==> src/logic/rdp_cfg.svh <==
// Constants for the dual-port memory core: geometry, register map, fields.
// Assumes inclusion by bare name from the core, the user model and the checker.
`ifndef RDP_CFG_SVH
`define RDP_CFG_SVH

// Geometry (logic variant flattens everything into one array)
`define RDP_VARIANT_LOGIC 0
`define RDP_WIDTH 8
`define RDP_DEPTH 96
`define RDP_AW 7
`define RDP_CELL_WORDS_HARD 32
`define RDP_CELL_BITS_HARD 8
`define RDP_CELL_WORDS ((`RDP_VARIANT_LOGIC != 0) ? `RDP_DEPTH : `RDP_CELL_WORDS_HARD)
`define RDP_CELL_BITS ((`RDP_VARIANT_LOGIC != 0) ? `RDP_WIDTH : `RDP_CELL_BITS_HARD)
`define RDP_CAW ((`RDP_VARIANT_LOGIC != 0) ? `RDP_AW : 5)
`define RDP_ROWS ((`RDP_DEPTH + `RDP_CELL_WORDS - 1) / `RDP_CELL_WORDS)
`define RDP_COLS (`RDP_WIDTH / `RDP_CELL_BITS)
`define RDP_NCELL (`RDP_ROWS * `RDP_COLS)

// APB map, byte addresses
`define RDP_PAW 12
`define RDP_OFS_CTRL 12'h000
`define RDP_OFS_WCOUNT 12'h004
`define RDP_OFS_RCOUNT 12'h008
`define RDP_OFS_LASTW 12'h00C

// Control register fields and reset value
`define RDP_CTRL_W 6
`define RDP_CTRL_WFALL 0
`define RDP_CTRL_RMODE_LO 1
`define RDP_CTRL_WE_USED 3
`define RDP_CTRL_RE_USED 4
`define RDP_CTRL_MANUAL 5
`define RDP_CTRL_RESET 6'h18
`define RDP_CNT_W 16

`endif

==> src/logic/rdp_pkg.sv <==
// Types shared by the dual-port memory core.
// Assumes rdp_cfg.svh sits in the include path.
package rdp_pkg;
  // Read port timing: clocked on an edge, or following the address
  typedef enum logic [1:0] {
    RDP_RD_RISE,
    RDP_RD_FALL,
    RDP_RD_NONE
  } rdp_rmode_t;

  // How per-cell control copies are sourced
  typedef enum logic {
    RDP_BUF_AUTO,
    RDP_BUF_MANUAL
  } rdp_buf_t;
endpackage : rdp_pkg

==> src/logic/rdp_cell.sv <==
// One memory cell: a write port and a registered read port on pclk.
// Assumes the caller decodes its row and qualifies both strobes.
`timescale 1ns/1ps
`default_nettype none
module rdp_cell #(
  parameter int WORDS = 32,
  parameter int BITS = 8,
  parameter int CAW = 5
) (
  input wire logic pclk,
  input wire logic wr_en,
  input wire logic [CAW-1:0] wr_addr,
  input wire logic [BITS-1:0] wr_data,
  input wire logic rd_en,
  input wire logic [CAW-1:0] rd_addr,
  output logic [BITS-1:0] rd_data
);
  // Storage has no reset, like the cells it stands for
  logic [BITS-1:0] mem [WORDS];

  // Write port
  always_ff @(posedge pclk) begin
    if (wr_en) begin
      mem[wr_addr] <= wr_data;
    end
  end

  // Read port, data from a register
  always_ff @(posedge pclk) begin
    if (rd_en) begin
      rd_data <= mem[rd_addr];
    end
  end
endmodule : rdp_cell
`default_nettype wire

==> src/logic/rdp_core.sv <==
// Dual-port memory core with an APB control slave, built from tiled cells.
// Assumes user port pins are asynchronous to pclk and held >= 3 pclk around
// each write or read clock edge; all pins pass a two-stage synchroniser.
//
// Operation
// - Registered reads and writes run independently; both may complete together.
// - Write stores data at write address on the selected write clock edge.
// - Registered read loads output from read address on selected read edge.
// - Combinational mode: output follows read address contents, no read clock.
// - Write enable is active high and qualifies writes, or is unused.
// - Read enable is active high and qualifies reads, or is unused.
// - Read edge choice is rising, falling, or none for combinational reads.
// - Word length and depth are parameters; each constrains the other.
// - Hard variant tiles 32x8 or 64x4 dual-port cells to size; the cell address is fixed at 5 bits, so only 32-word cells are fully addressed.
// - Automatic buffering is the default, broadcasting controls to all cells.
// - Manual buffering gives each cell its own single-load copy of signals.
// - Manual buses are as wide as the number of cells each signal drives.
// - 96x8 from three 32x8 cells: enables and addresses reach every cell.
// - 128x8 from four 64x4 cells: data splits into independent 4-bit halves.
// - Logic variant gives identical behaviour from plain flip-flops.
//
// The register offsets and the APB slave port were left to the implementer.
`include "rdp_cfg.svh"
`timescale 1ns/1ps
`default_nettype none
module rdp_core (
  input wire logic pclk,
  input wire logic presetn,
  input wire logic psel,
  input wire logic penable,
  input wire logic pwrite,
  input wire logic [`RDP_PAW-1:0] paddr,
  input wire logic [31:0] pwdata,
  output logic [31:0] prdata,
  output logic pready,
  output logic pslverr,
  input wire logic write_port_clock,
  input wire logic write_enable,
  input wire logic [`RDP_AW-1:0] write_location,
  input wire logic [`RDP_WIDTH-1:0] write_data,
  input wire logic read_port_clock,
  input wire logic read_request,
  input wire logic [`RDP_AW-1:0] read_location,
  output logic [`RDP_WIDTH-1:0] read_data,
  input wire logic [`RDP_NCELL-1:0] write_enable_cell,
  input wire logic [`RDP_NCELL*`RDP_AW-1:0] write_location_cell,
  input wire logic [`RDP_ROWS*`RDP_WIDTH-1:0] write_data_cell,
  input wire logic [`RDP_NCELL-1:0] read_request_cell,
  input wire logic [`RDP_NCELL*`RDP_AW-1:0] read_location_cell
);
  localparam int W = `RDP_WIDTH;
  localparam int D = `RDP_DEPTH;
  localparam int AW = `RDP_AW;
  localparam int CW = `RDP_CELL_WORDS;
  localparam int CB = `RDP_CELL_BITS;
  localparam int CAW = `RDP_CAW;
  localparam int ROWS = `RDP_ROWS;
  localparam int COLS = `RDP_COLS;
  localparam int NC = `RDP_NCELL;
  localparam int CNT = `RDP_CNT_W;
  localparam int WB = 2 + AW + W + NC + NC * AW + ROWS * W;
  localparam int RB = 2 + AW + NC + NC * AW;

  logic [`RDP_CTRL_W-1:0] ctrl_r;
  logic [CNT-1:0] wcount_r;
  logic [CNT-1:0] rcount_r;
  logic [AW-1:0] lastw_r;
  logic [31:0] prdata_r;
  logic err_r;

  // Decode read-mode code; code 3 is not defined and falls back to rising
  function automatic rdp_pkg::rdp_rmode_t rd_mode_of(input logic [1:0] code);
    rdp_pkg::rdp_rmode_t m;
    unique case (code)
      2'h0: m = rdp_pkg::RDP_RD_RISE;
      2'h1: m = rdp_pkg::RDP_RD_FALL;
      2'h2: m = rdp_pkg::RDP_RD_NONE;
      default: m = rdp_pkg::RDP_RD_RISE;
    endcase
    return m;
  endfunction : rd_mode_of

  rdp_pkg::rdp_rmode_t rmode;
  rdp_pkg::rdp_buf_t bufmode;
  logic wfall;
  logic we_used;
  logic re_used;

  // Control fields steering the datapath
  assign rmode = rd_mode_of(ctrl_r[`RDP_CTRL_RMODE_LO+:2]);
  assign bufmode = ctrl_r[`RDP_CTRL_MANUAL] ? rdp_pkg::RDP_BUF_MANUAL : rdp_pkg::RDP_BUF_AUTO;
  assign wfall = ctrl_r[`RDP_CTRL_WFALL];
  assign we_used = ctrl_r[`RDP_CTRL_WE_USED];
  assign re_used = ctrl_r[`RDP_CTRL_RE_USED];

  // Pin synchronisers: write and read bundles each pass two stages together
  logic [WB-1:0] wpin;
  logic [WB-1:0] ws1_r;
  logic [WB-1:0] ws2_r;
  logic [RB-1:0] rpin;
  logic [RB-1:0] rs1_r;
  logic [RB-1:0] rs2_r;

  assign wpin = {write_port_clock, write_enable, write_location, write_data,
                 write_enable_cell, write_location_cell, write_data_cell};
  assign rpin = {read_port_clock, read_request, read_location,
                 read_request_cell, read_location_cell};

  // Two flops per bit; stage one feeds only stage two
  always_ff @(posedge pclk or negedge presetn) begin
    if (!presetn) begin
      ws1_r <= '0;
      ws2_r <= '0;
      rs1_r <= '0;
      rs2_r <= '0;
    end else begin
      ws1_r <= wpin;
      ws2_r <= ws1_r;
      rs1_r <= rpin;
      rs2_r <= rs1_r;
    end
  end

  logic wclk_s;
  logic we_s;
  logic [AW-1:0] wloc_s;
  logic [W-1:0] wdata_s;
  logic [NC-1:0] we_cell_s;
  logic [NC*AW-1:0] wloc_cell_s;
  logic [ROWS*W-1:0] wdata_cell_s;
  logic rclk_s;
  logic re_s;
  logic [AW-1:0] rloc_s;
  logic [NC-1:0] re_cell_s;
  logic [NC*AW-1:0] rloc_cell_s;

  assign {wclk_s, we_s, wloc_s, wdata_s, we_cell_s, wloc_cell_s, wdata_cell_s} = ws2_r;
  assign {rclk_s, re_s, rloc_s, re_cell_s, rloc_cell_s} = rs2_r;

  // Previous level of each synchronised clock for edge detection
  logic wclk_d_r;
  logic rclk_d_r;

  always_ff @(posedge pclk or negedge presetn) begin
    if (!presetn) begin
      wclk_d_r <= 1'b0;
      rclk_d_r <= 1'b0;
    end else begin
      wclk_d_r <= wclk_s;
      rclk_d_r <= rclk_s;
    end
  end

  logic wedge;
  logic redge;

  assign wedge = wfall ? (wclk_d_r & ~wclk_s) : (wclk_s & ~wclk_d_r);

  always_comb begin
    redge = 1'b0;
    unique case (rmode)
      rdp_pkg::RDP_RD_RISE: redge = rclk_s & ~rclk_d_r;
      rdp_pkg::RDP_RD_FALL: redge = rclk_d_r & ~rclk_s;
      rdp_pkg::RDP_RD_NONE: redge = 1'b1;
    endcase
  end

  logic [NC-1:0] wr_vec;
  logic [NC-1:0] rd_go_vec;
  logic [NC-1:0] rd_hit_vec;
  logic [NC-1:0] hit_r;
  logic [CB-1:0] cell_q [NC];
  logic [AW-1:0] wa_eff;

  // Address recorded as last written: broadcast or copy of cell 0
  assign wa_eff = (bufmode == rdp_pkg::RDP_BUF_MANUAL) ? wloc_cell_s[AW-1:0] : wloc_s;

  // tile rows of cells over depth, columns over width
  for (genvar r = 0; r < ROWS; r++) begin : g_row
    for (genvar c = 0; c < COLS; c++) begin : g_col
      localparam int K = r * COLS + c;
      localparam logic [AW:0] LO = (AW + 1)'(r * CW);
      localparam logic [AW:0] HI = (AW + 1)'(((r + 1) * CW < D) ? (r + 1) * CW : D);
      logic we_k;
      logic re_k;
      logic [AW-1:0] wa_k;
      logic [AW-1:0] ra_k;
      logic [CB-1:0] wd_k;
      logic [AW:0] wsub;
      logic [AW:0] rsub;
      logic whit;
      logic rhit;

      // automatic mode broadcasts one net to all cells
      // manual mode takes this cell's own copy
      // enables and addresses reach every cell
      assign we_k = (bufmode == rdp_pkg::RDP_BUF_MANUAL) ? we_cell_s[K] : we_s;
      assign re_k = (bufmode == rdp_pkg::RDP_BUF_MANUAL) ? re_cell_s[K] : re_s;
      assign wa_k = (bufmode == rdp_pkg::RDP_BUF_MANUAL) ? wloc_cell_s[K*AW+:AW] : wloc_s;
      assign ra_k = (bufmode == rdp_pkg::RDP_BUF_MANUAL) ? rloc_cell_s[K*AW+:AW] : rloc_s;

      // one data copy per row of cells
      // each column slice is an independent data path
      assign wd_k = (bufmode == rdp_pkg::RDP_BUF_MANUAL) ?
                    wdata_cell_s[r*W + c*CB +: CB] : wdata_s[c*CB +: CB];

      // Row decode; addresses at or past depth hit no cell
      assign whit = ({1'b0, wa_k} >= LO) && ({1'b0, wa_k} < HI);
      assign rhit = ({1'b0, ra_k} >= LO) && ({1'b0, ra_k} < HI);
      assign wsub = {1'b0, wa_k} - LO;
      assign rsub = {1'b0, ra_k} - LO;

      assign wr_vec[K] = wedge & (~we_used | we_k) & whit;

      assign rd_go_vec[K] = redge & (~re_used | re_k);
      assign rd_hit_vec[K] = rd_go_vec[K] & rhit;

      // separate write and read ports per cell
      // same cell model serves the flat logic variant
      rdp_cell #(
        .WORDS(CW),
        .BITS(CB),
        .CAW(CAW)
      ) u_cell (
        .pclk(pclk),
        .wr_en(wr_vec[K]),
        .wr_addr(wsub[CAW-1:0]),
        .wr_data(wd_k),
        .rd_en(rd_hit_vec[K]),
        .rd_addr(rsub[CAW-1:0]),
        .rd_data(cell_q[K])
      );
    end
  end

  // Which cells delivered data, and whether any read was taken
  logic rd_load_r;

  always_ff @(posedge pclk or negedge presetn) begin
    if (!presetn) begin
      hit_r <= '0;
      rd_load_r <= 1'b0;
    end else begin
      if (|rd_go_vec) begin
        hit_r <= rd_hit_vec;
      end
      rd_load_r <= |rd_go_vec;
    end
  end

  // Merge the hit row's cells into one word; a miss gives zero
  logic [W-1:0] rd_word;

  always_comb begin
    rd_word = '0;
    for (int k = 0; k < NC; k++) begin
      if (hit_r[k]) begin
        rd_word[(k % COLS)*CB +: CB] = rd_word[(k % COLS)*CB +: CB] | cell_q[k];
      end
    end
  end

  always_ff @(posedge pclk or negedge presetn) begin
    if (!presetn) begin
      read_data <= '0;
    end else if (rd_load_r) begin
      read_data <= rd_word;
    end
  end

  // Activity counters and last written address for software
  always_ff @(posedge pclk or negedge presetn) begin
    if (!presetn) begin
      wcount_r <= '0;
      lastw_r <= '0;
    end else if (|wr_vec) begin
      wcount_r <= wcount_r + 1'b1;
      lastw_r <= wa_eff;
    end
  end

  always_ff @(posedge pclk or negedge presetn) begin
    if (!presetn) begin
      rcount_r <= '0;
    end else if (rd_load_r) begin
      rcount_r <= rcount_r + 1'b1;
    end
  end

  // APB: read data and error prepared in setup, shown in access
  logic setup;
  logic access;
  logic mapped;
  logic [31:0] rd_mux;

  assign setup = psel & ~penable;
  assign access = psel & penable;
  assign pready = 1'b1; // Zero wait states
  assign pslverr = access & err_r;
  assign prdata = prdata_r;

  always_comb begin
    mapped = 1'b1;
    rd_mux = '0;
    unique case (paddr)
      `RDP_OFS_CTRL: rd_mux = {{(32 - `RDP_CTRL_W){1'b0}}, ctrl_r};
      `RDP_OFS_WCOUNT: rd_mux = {{(32 - CNT){1'b0}}, wcount_r};
      `RDP_OFS_RCOUNT: rd_mux = {{(32 - CNT){1'b0}}, rcount_r};
      `RDP_OFS_LASTW: rd_mux = {{(32 - AW){1'b0}}, lastw_r};
      default: mapped = 1'b0;
    endcase
  end

  always_ff @(posedge pclk or negedge presetn) begin
    if (!presetn) begin
      prdata_r <= '0;
      err_r <= 1'b0;
    end else if (setup) begin
      prdata_r <= pwrite ? 32'h0000_0000 : rd_mux;
      err_r <= ~mapped;
    end
  end

  // Control register write; other offsets are read-only
  always_ff @(posedge pclk or negedge presetn) begin
    if (!presetn) begin
      ctrl_r <= `RDP_CTRL_RESET;
    end else if (access && pwrite && paddr == `RDP_OFS_CTRL) begin
      ctrl_r <= pwdata[`RDP_CTRL_W-1:0];
    end
  end
endmodule : rdp_core
`default_nettype wire

==> config.mk <==
export PLATFORM = sky130hd
export DESIGN_NAME = rdp_core
export DESIGN_NICKNAME = d
export VERILOG_FILES = /design/src/logic/rdp_pkg.sv /design/src/logic/rdp_cell.sv /design/src/logic/rdp_core.sv
export VERILOG_INCLUDE_DIRS = /design/src /design/src/logic
export SDC_FILE = /design/constraint.sdc
export NUM_CORES = 1
export LEC_CHECK = 0
export ABC_AREA = 0
export BUFFER_PORTS_ARGS = -buffer_cell sky130_fd_sc_hd__buf_2
export CAP_MARGIN = 25
export CORE_MARGIN = 3
export CORE_UTILIZATION = 40
export CTS_CLUSTER_DIAMETER = 100
export DETAILED_ROUTE_END_ITERATION = 7
export PLACE_DENSITY = 0.65
export SLEW_MARGIN = 20
export SYNTH_ARGS = -nofsm -noshare
export SYNTH_HDL_FRONTEND = slang
export SYNTH_SLANG_ARGS = --single-unit
export TNS_END_PERCENT = 1
==> constraint.sdc <==
create_clock -name pclk -period 3 [get_ports pclk]
set_input_delay 0.6 -clock pclk [delete_from_list [all_inputs] [get_ports pclk]]
set_output_delay 0.6 -clock pclk [all_outputs]
set_load 0.01 [all_outputs]
==> impl_metrics.py <==
metrics = {
    "run_status": {
        "status": "complete, no violations",
    },
    "setup_path": {
        "critical_path_class": "reg2reg",
        "r2r-end": "g_row[0].g_col[0].u_cell.mem[4][4]",
        "startpoint": "ctrl_r[5]",
        "end_kind": "flop",
        "crit_path_end": "g_row[0].g_col[0].u_cell.mem[4][4]",
        "required_ps": 3360,
        "start_kind": "flop",
        "reg2regPathDepth": 10,
        "arrival_ps": 3280,
        "reg2reg_from": "ctrl_r[5]",
        "critPathMaxFanout": 21,
        "reg2reg_setup_slack_ps": 80,
    },
    "floorplanning": {
        "die_h_um": 329,
        "dieArea_um2": 108000,
        "ios": 189,
        "coreArea_um2": 103000,
        "dieWidth_um": 329,
        "start_util_pct": 40.7,
        "num_rows": 117,
    },
    "timing": {
        "rsz0062_at_grt": "false",
        "fin_crit_ps": 2920,
        "drv_slew": 0,
        "worst_slew_pin_slew_ps": 1160,
        "setup_viol": 0,
        "slew_headroom_pct": 22.8,
        "fmax_mhz": 342,
        "finClkSkew_ps": 44.6,
        "hold_viol_final": 0,
        "timing.final.crit_share_pct": 97.5,
    },
    "synth": {
        "ys_ff_latch": 1064,
        "seq_area_frac_synth_pct": 73.3,
        "synth_cell_types": 82,
        "synthArstFlopShare_pct": 25.6,
        "syn-instance-count": 2880,
        "syn_area_um2": 41700,
        "syn_area_per_cell_um2": 14.5,
        "synth_edf_count": 792,
        "yosys_warnings": 0,
        "postSynth.topFlopCell": "edfxtp_1",
    },
    "clock_tree": {
        "h-tree-depth": 3,
        "cts_tree": "built",
        "cts_buffers": 102,
        "cts_sinks": 1064,
        "cts_root_buf": "clkbuf_16",
        "clock_path_buffers": 3,
        "clock_latency_ps": 700,
        "cts_setup_buffers": 0,
        "clkTransAtPathRegs_ps": 60,
    },
    "placed_design": {
        "gp_congestion": 0.917,
        "dp.final_hpwl_um": 74900,
        "portBuffers": 145,
        "place_inst": 4513,
    },
    "drt": {
        "dr.pass1.iters": 6,
        "wire_per_inst_um": 23.6,
        "dr.first_iter.drc_count": 3182,
        "antenna_left": 0,
        "drc_errors": 0,
        "vias_per_cell": 5.58,
        "totalWireLength_um": 112000,
        "vias": 26520,
    },
    "min_path": {
        "min_path_type": "in2reg",
    },
    "cells_and_area": {
        "drive_gt1_share_pct": 20.3,
        "utilization_pct": 48.5,
        "nets": 3443,
        "fin_cells": 4752,
        "final_common_cell": "edfxtp_1",
        "syn_to_final_growth_pct": 19.4,
        "final_cell_mix": "edfxtp_1 (792), nand2_1 (450), dfrtp_1 (268)",
    },
    "global_route": {
        "overflow": 0,
        "antenna_found_initial": 2,
        "grt_pass1_vias": 25818,
        "grt_max_degree": 77,
        "grt_first_pass_wirelength_um": 165000,
        "grt_usage_pct": 20.5,
    },
    "power_and_ir_drop": {
        "p_per_area_nw_per_um2": 644,
        "p_leak_nw": 18.2,
        "peakVddDrop_mv": 0.594,
    },
    "run": {
        "maxCapViolCount": 0,
    },
}
==> cells in the mapped netlist, types with 8 or more instances <==
master | number | area share [%]
edfxtp_1 | 792 | 57
nand2_1 | 450 | 4.0
dfrtp_1 | 270 | 16
nor2_1 | 162 | 1.5
a21oi_1 | 116 | 1.4
nand2b_1 | 101 | 1.5
nand3_1 | 100 | 1.2
clkbuf_1 | 69 | 0.62
a22oi_1 | 61 | 1.1
o21ai_0 | 61 | 0.73
mux4_2 | 57 | 3.1
buf_2 | 52 | 0.62
a31oi_1 | 45 | 0.67
o22ai_1 | 40 | 0.60
a211oi_1 | 33 | 0.59
buf_4 | 29 | 0.52
mux2i_1 | 27 | 0.65
nor3_1 | 27 | 0.32
a32oi_1 | 26 | 0.55
xnor2_1 | 26 | 0.55
and3_1 | 24 | 0.36
and2_1 | 23 | 0.34
inv_1 | 23 | 0.21
nand4_1 | 23 | 0.34
a311oi_1 | 18 | 0.38
o211ai_1 | 18 | 0.32
nor2b_1 | 17 | 0.25
o2111ai_1 | 15 | 0.31
a2bb2oi_1 | 14 | 0.29
mux2_2 | 13 | 0.35
a22o_1 | 9 | 0.19
a222oi_1 | 8 | 0.19
o21ai_1 | 8 | 0.096
==> report_power, final <==
part	internal, mW	total [mW]	switching [mW]
logic	0.719	1.93	1.22
registers	16.1	16.4	0.251
clock network	8.17	13.8	5.62
total	25.0	32.1	7.08
==> layer usage <==
metal	share of wire, %	track usage [%]	routed length (µm)	vias to the layer above
li1	-	-	-	11679
met1	41	29.4	46400	13228
met2	45	31.8	50900	1404
met3	9.6	3.46	10800	209
met4	3.4	7.21	3790	0
met5	0	0	0	-
==> cell type report <==
type / instances / area (µm²)
Sequential cell: 1064 / 30600
Multi-Input combinational cell: 1644 / 10300
Antenna cell: 2 / 5.00
Inverter: 26 / 97.6
Clock inverter: 46 / 606
Tap cell: 1368 / 1710
Clock buffer: 148 / 3090
Timing Repair Buffer: 454 / 3390
Fill cell: 8635 / 52800
==> per-stage QoR <==
stage | cell area, µm² | hold slack [ps] | total power [mW] | setup WS [ps] | setup TNS, ps
floorplan | 41800 | 304 | 17.6 | 412 | 0
global placement | 45700 | 333 | 18.5 | 15.2 | 0
detailed placement | 45700 | 335 | 18.5 | -61.6 | -1180
CTS | 49800 | 0.660 | 32.3 | 68.2 | 0
global route | 49800 | 12.3 | 33.1 | 2.81 | 0
finish | 49800 | 35.4 | 32.1 | 75.2 | 0
==> critical path, stage by stage (launching register included) <==
cell	delay, ps
dfrtp_4	610
buf_4	200
buf_6	160
nor3_1	190
a21oi_1	60
nor3_1	430
buf_4	240
o21ai_1	110
buf_12	180
nor2_1	170
buf_4	240
==> cell families after synthesis <==
group / count (synthesis) / share of synthesized area, %
flip-flops: 1064 / 73.3
adder cells (fa/ha/maj): 4 / 0.120
AND/OR/NAND/NOR: 958 / 10.4
other: 2 / 0.0180
XOR/XNOR: 30 / 0.630
AO/OA/AOI/OAI: 528 / 8.67
buffers and inverters: 187 / 2.22
multiplexers: 107 / 4.60
==> flip-flops by register name (all words and copies together) (netlist names) <==
register                    cells
rs2_r                          33
wcount_r                       16
wclk_d_r                        1
g_row.g_col.u_cell.mem        768
rs1_r                          33
rcount_r                       16
prdata                         16
ws1_r                          65
read_data                       8
ctrl_r                          6
rd_load_r                       1
hit_r                           3
lastw_r                         7
err_r                           1
g_row.g_col.u_cell.rd_data     24
rclk_d_r                        1
ws2_r                          65
==> worst min path at each step <==
stage | from | to | cells past startpoint
floorplan | presetn | ctrl_r[0] | 0
global placement | rs1_r[14] | rs2_r[14] | 0
detailed placement | rs1_r[19] | rs2_r[19] | 0
CTS | read_location_cell[4] | rs1_r[4] | 1
global route | read_location_cell[4] | rs1_r[4] | 1
finish | write_location_cell[0] | ws1_r[24] | 1
==> repair_timing <==
| item | 4_1_cts | 5_1_grt |
|---|---|---|
| hold buffers | 43 | 0 |
| endpoints found under the setup margin | 36 | 73 |
| resized for setup | 1 | 5 |
| endpoints found under the hold margin | 111 | 0 |
(Power assumes the default switching activity.)
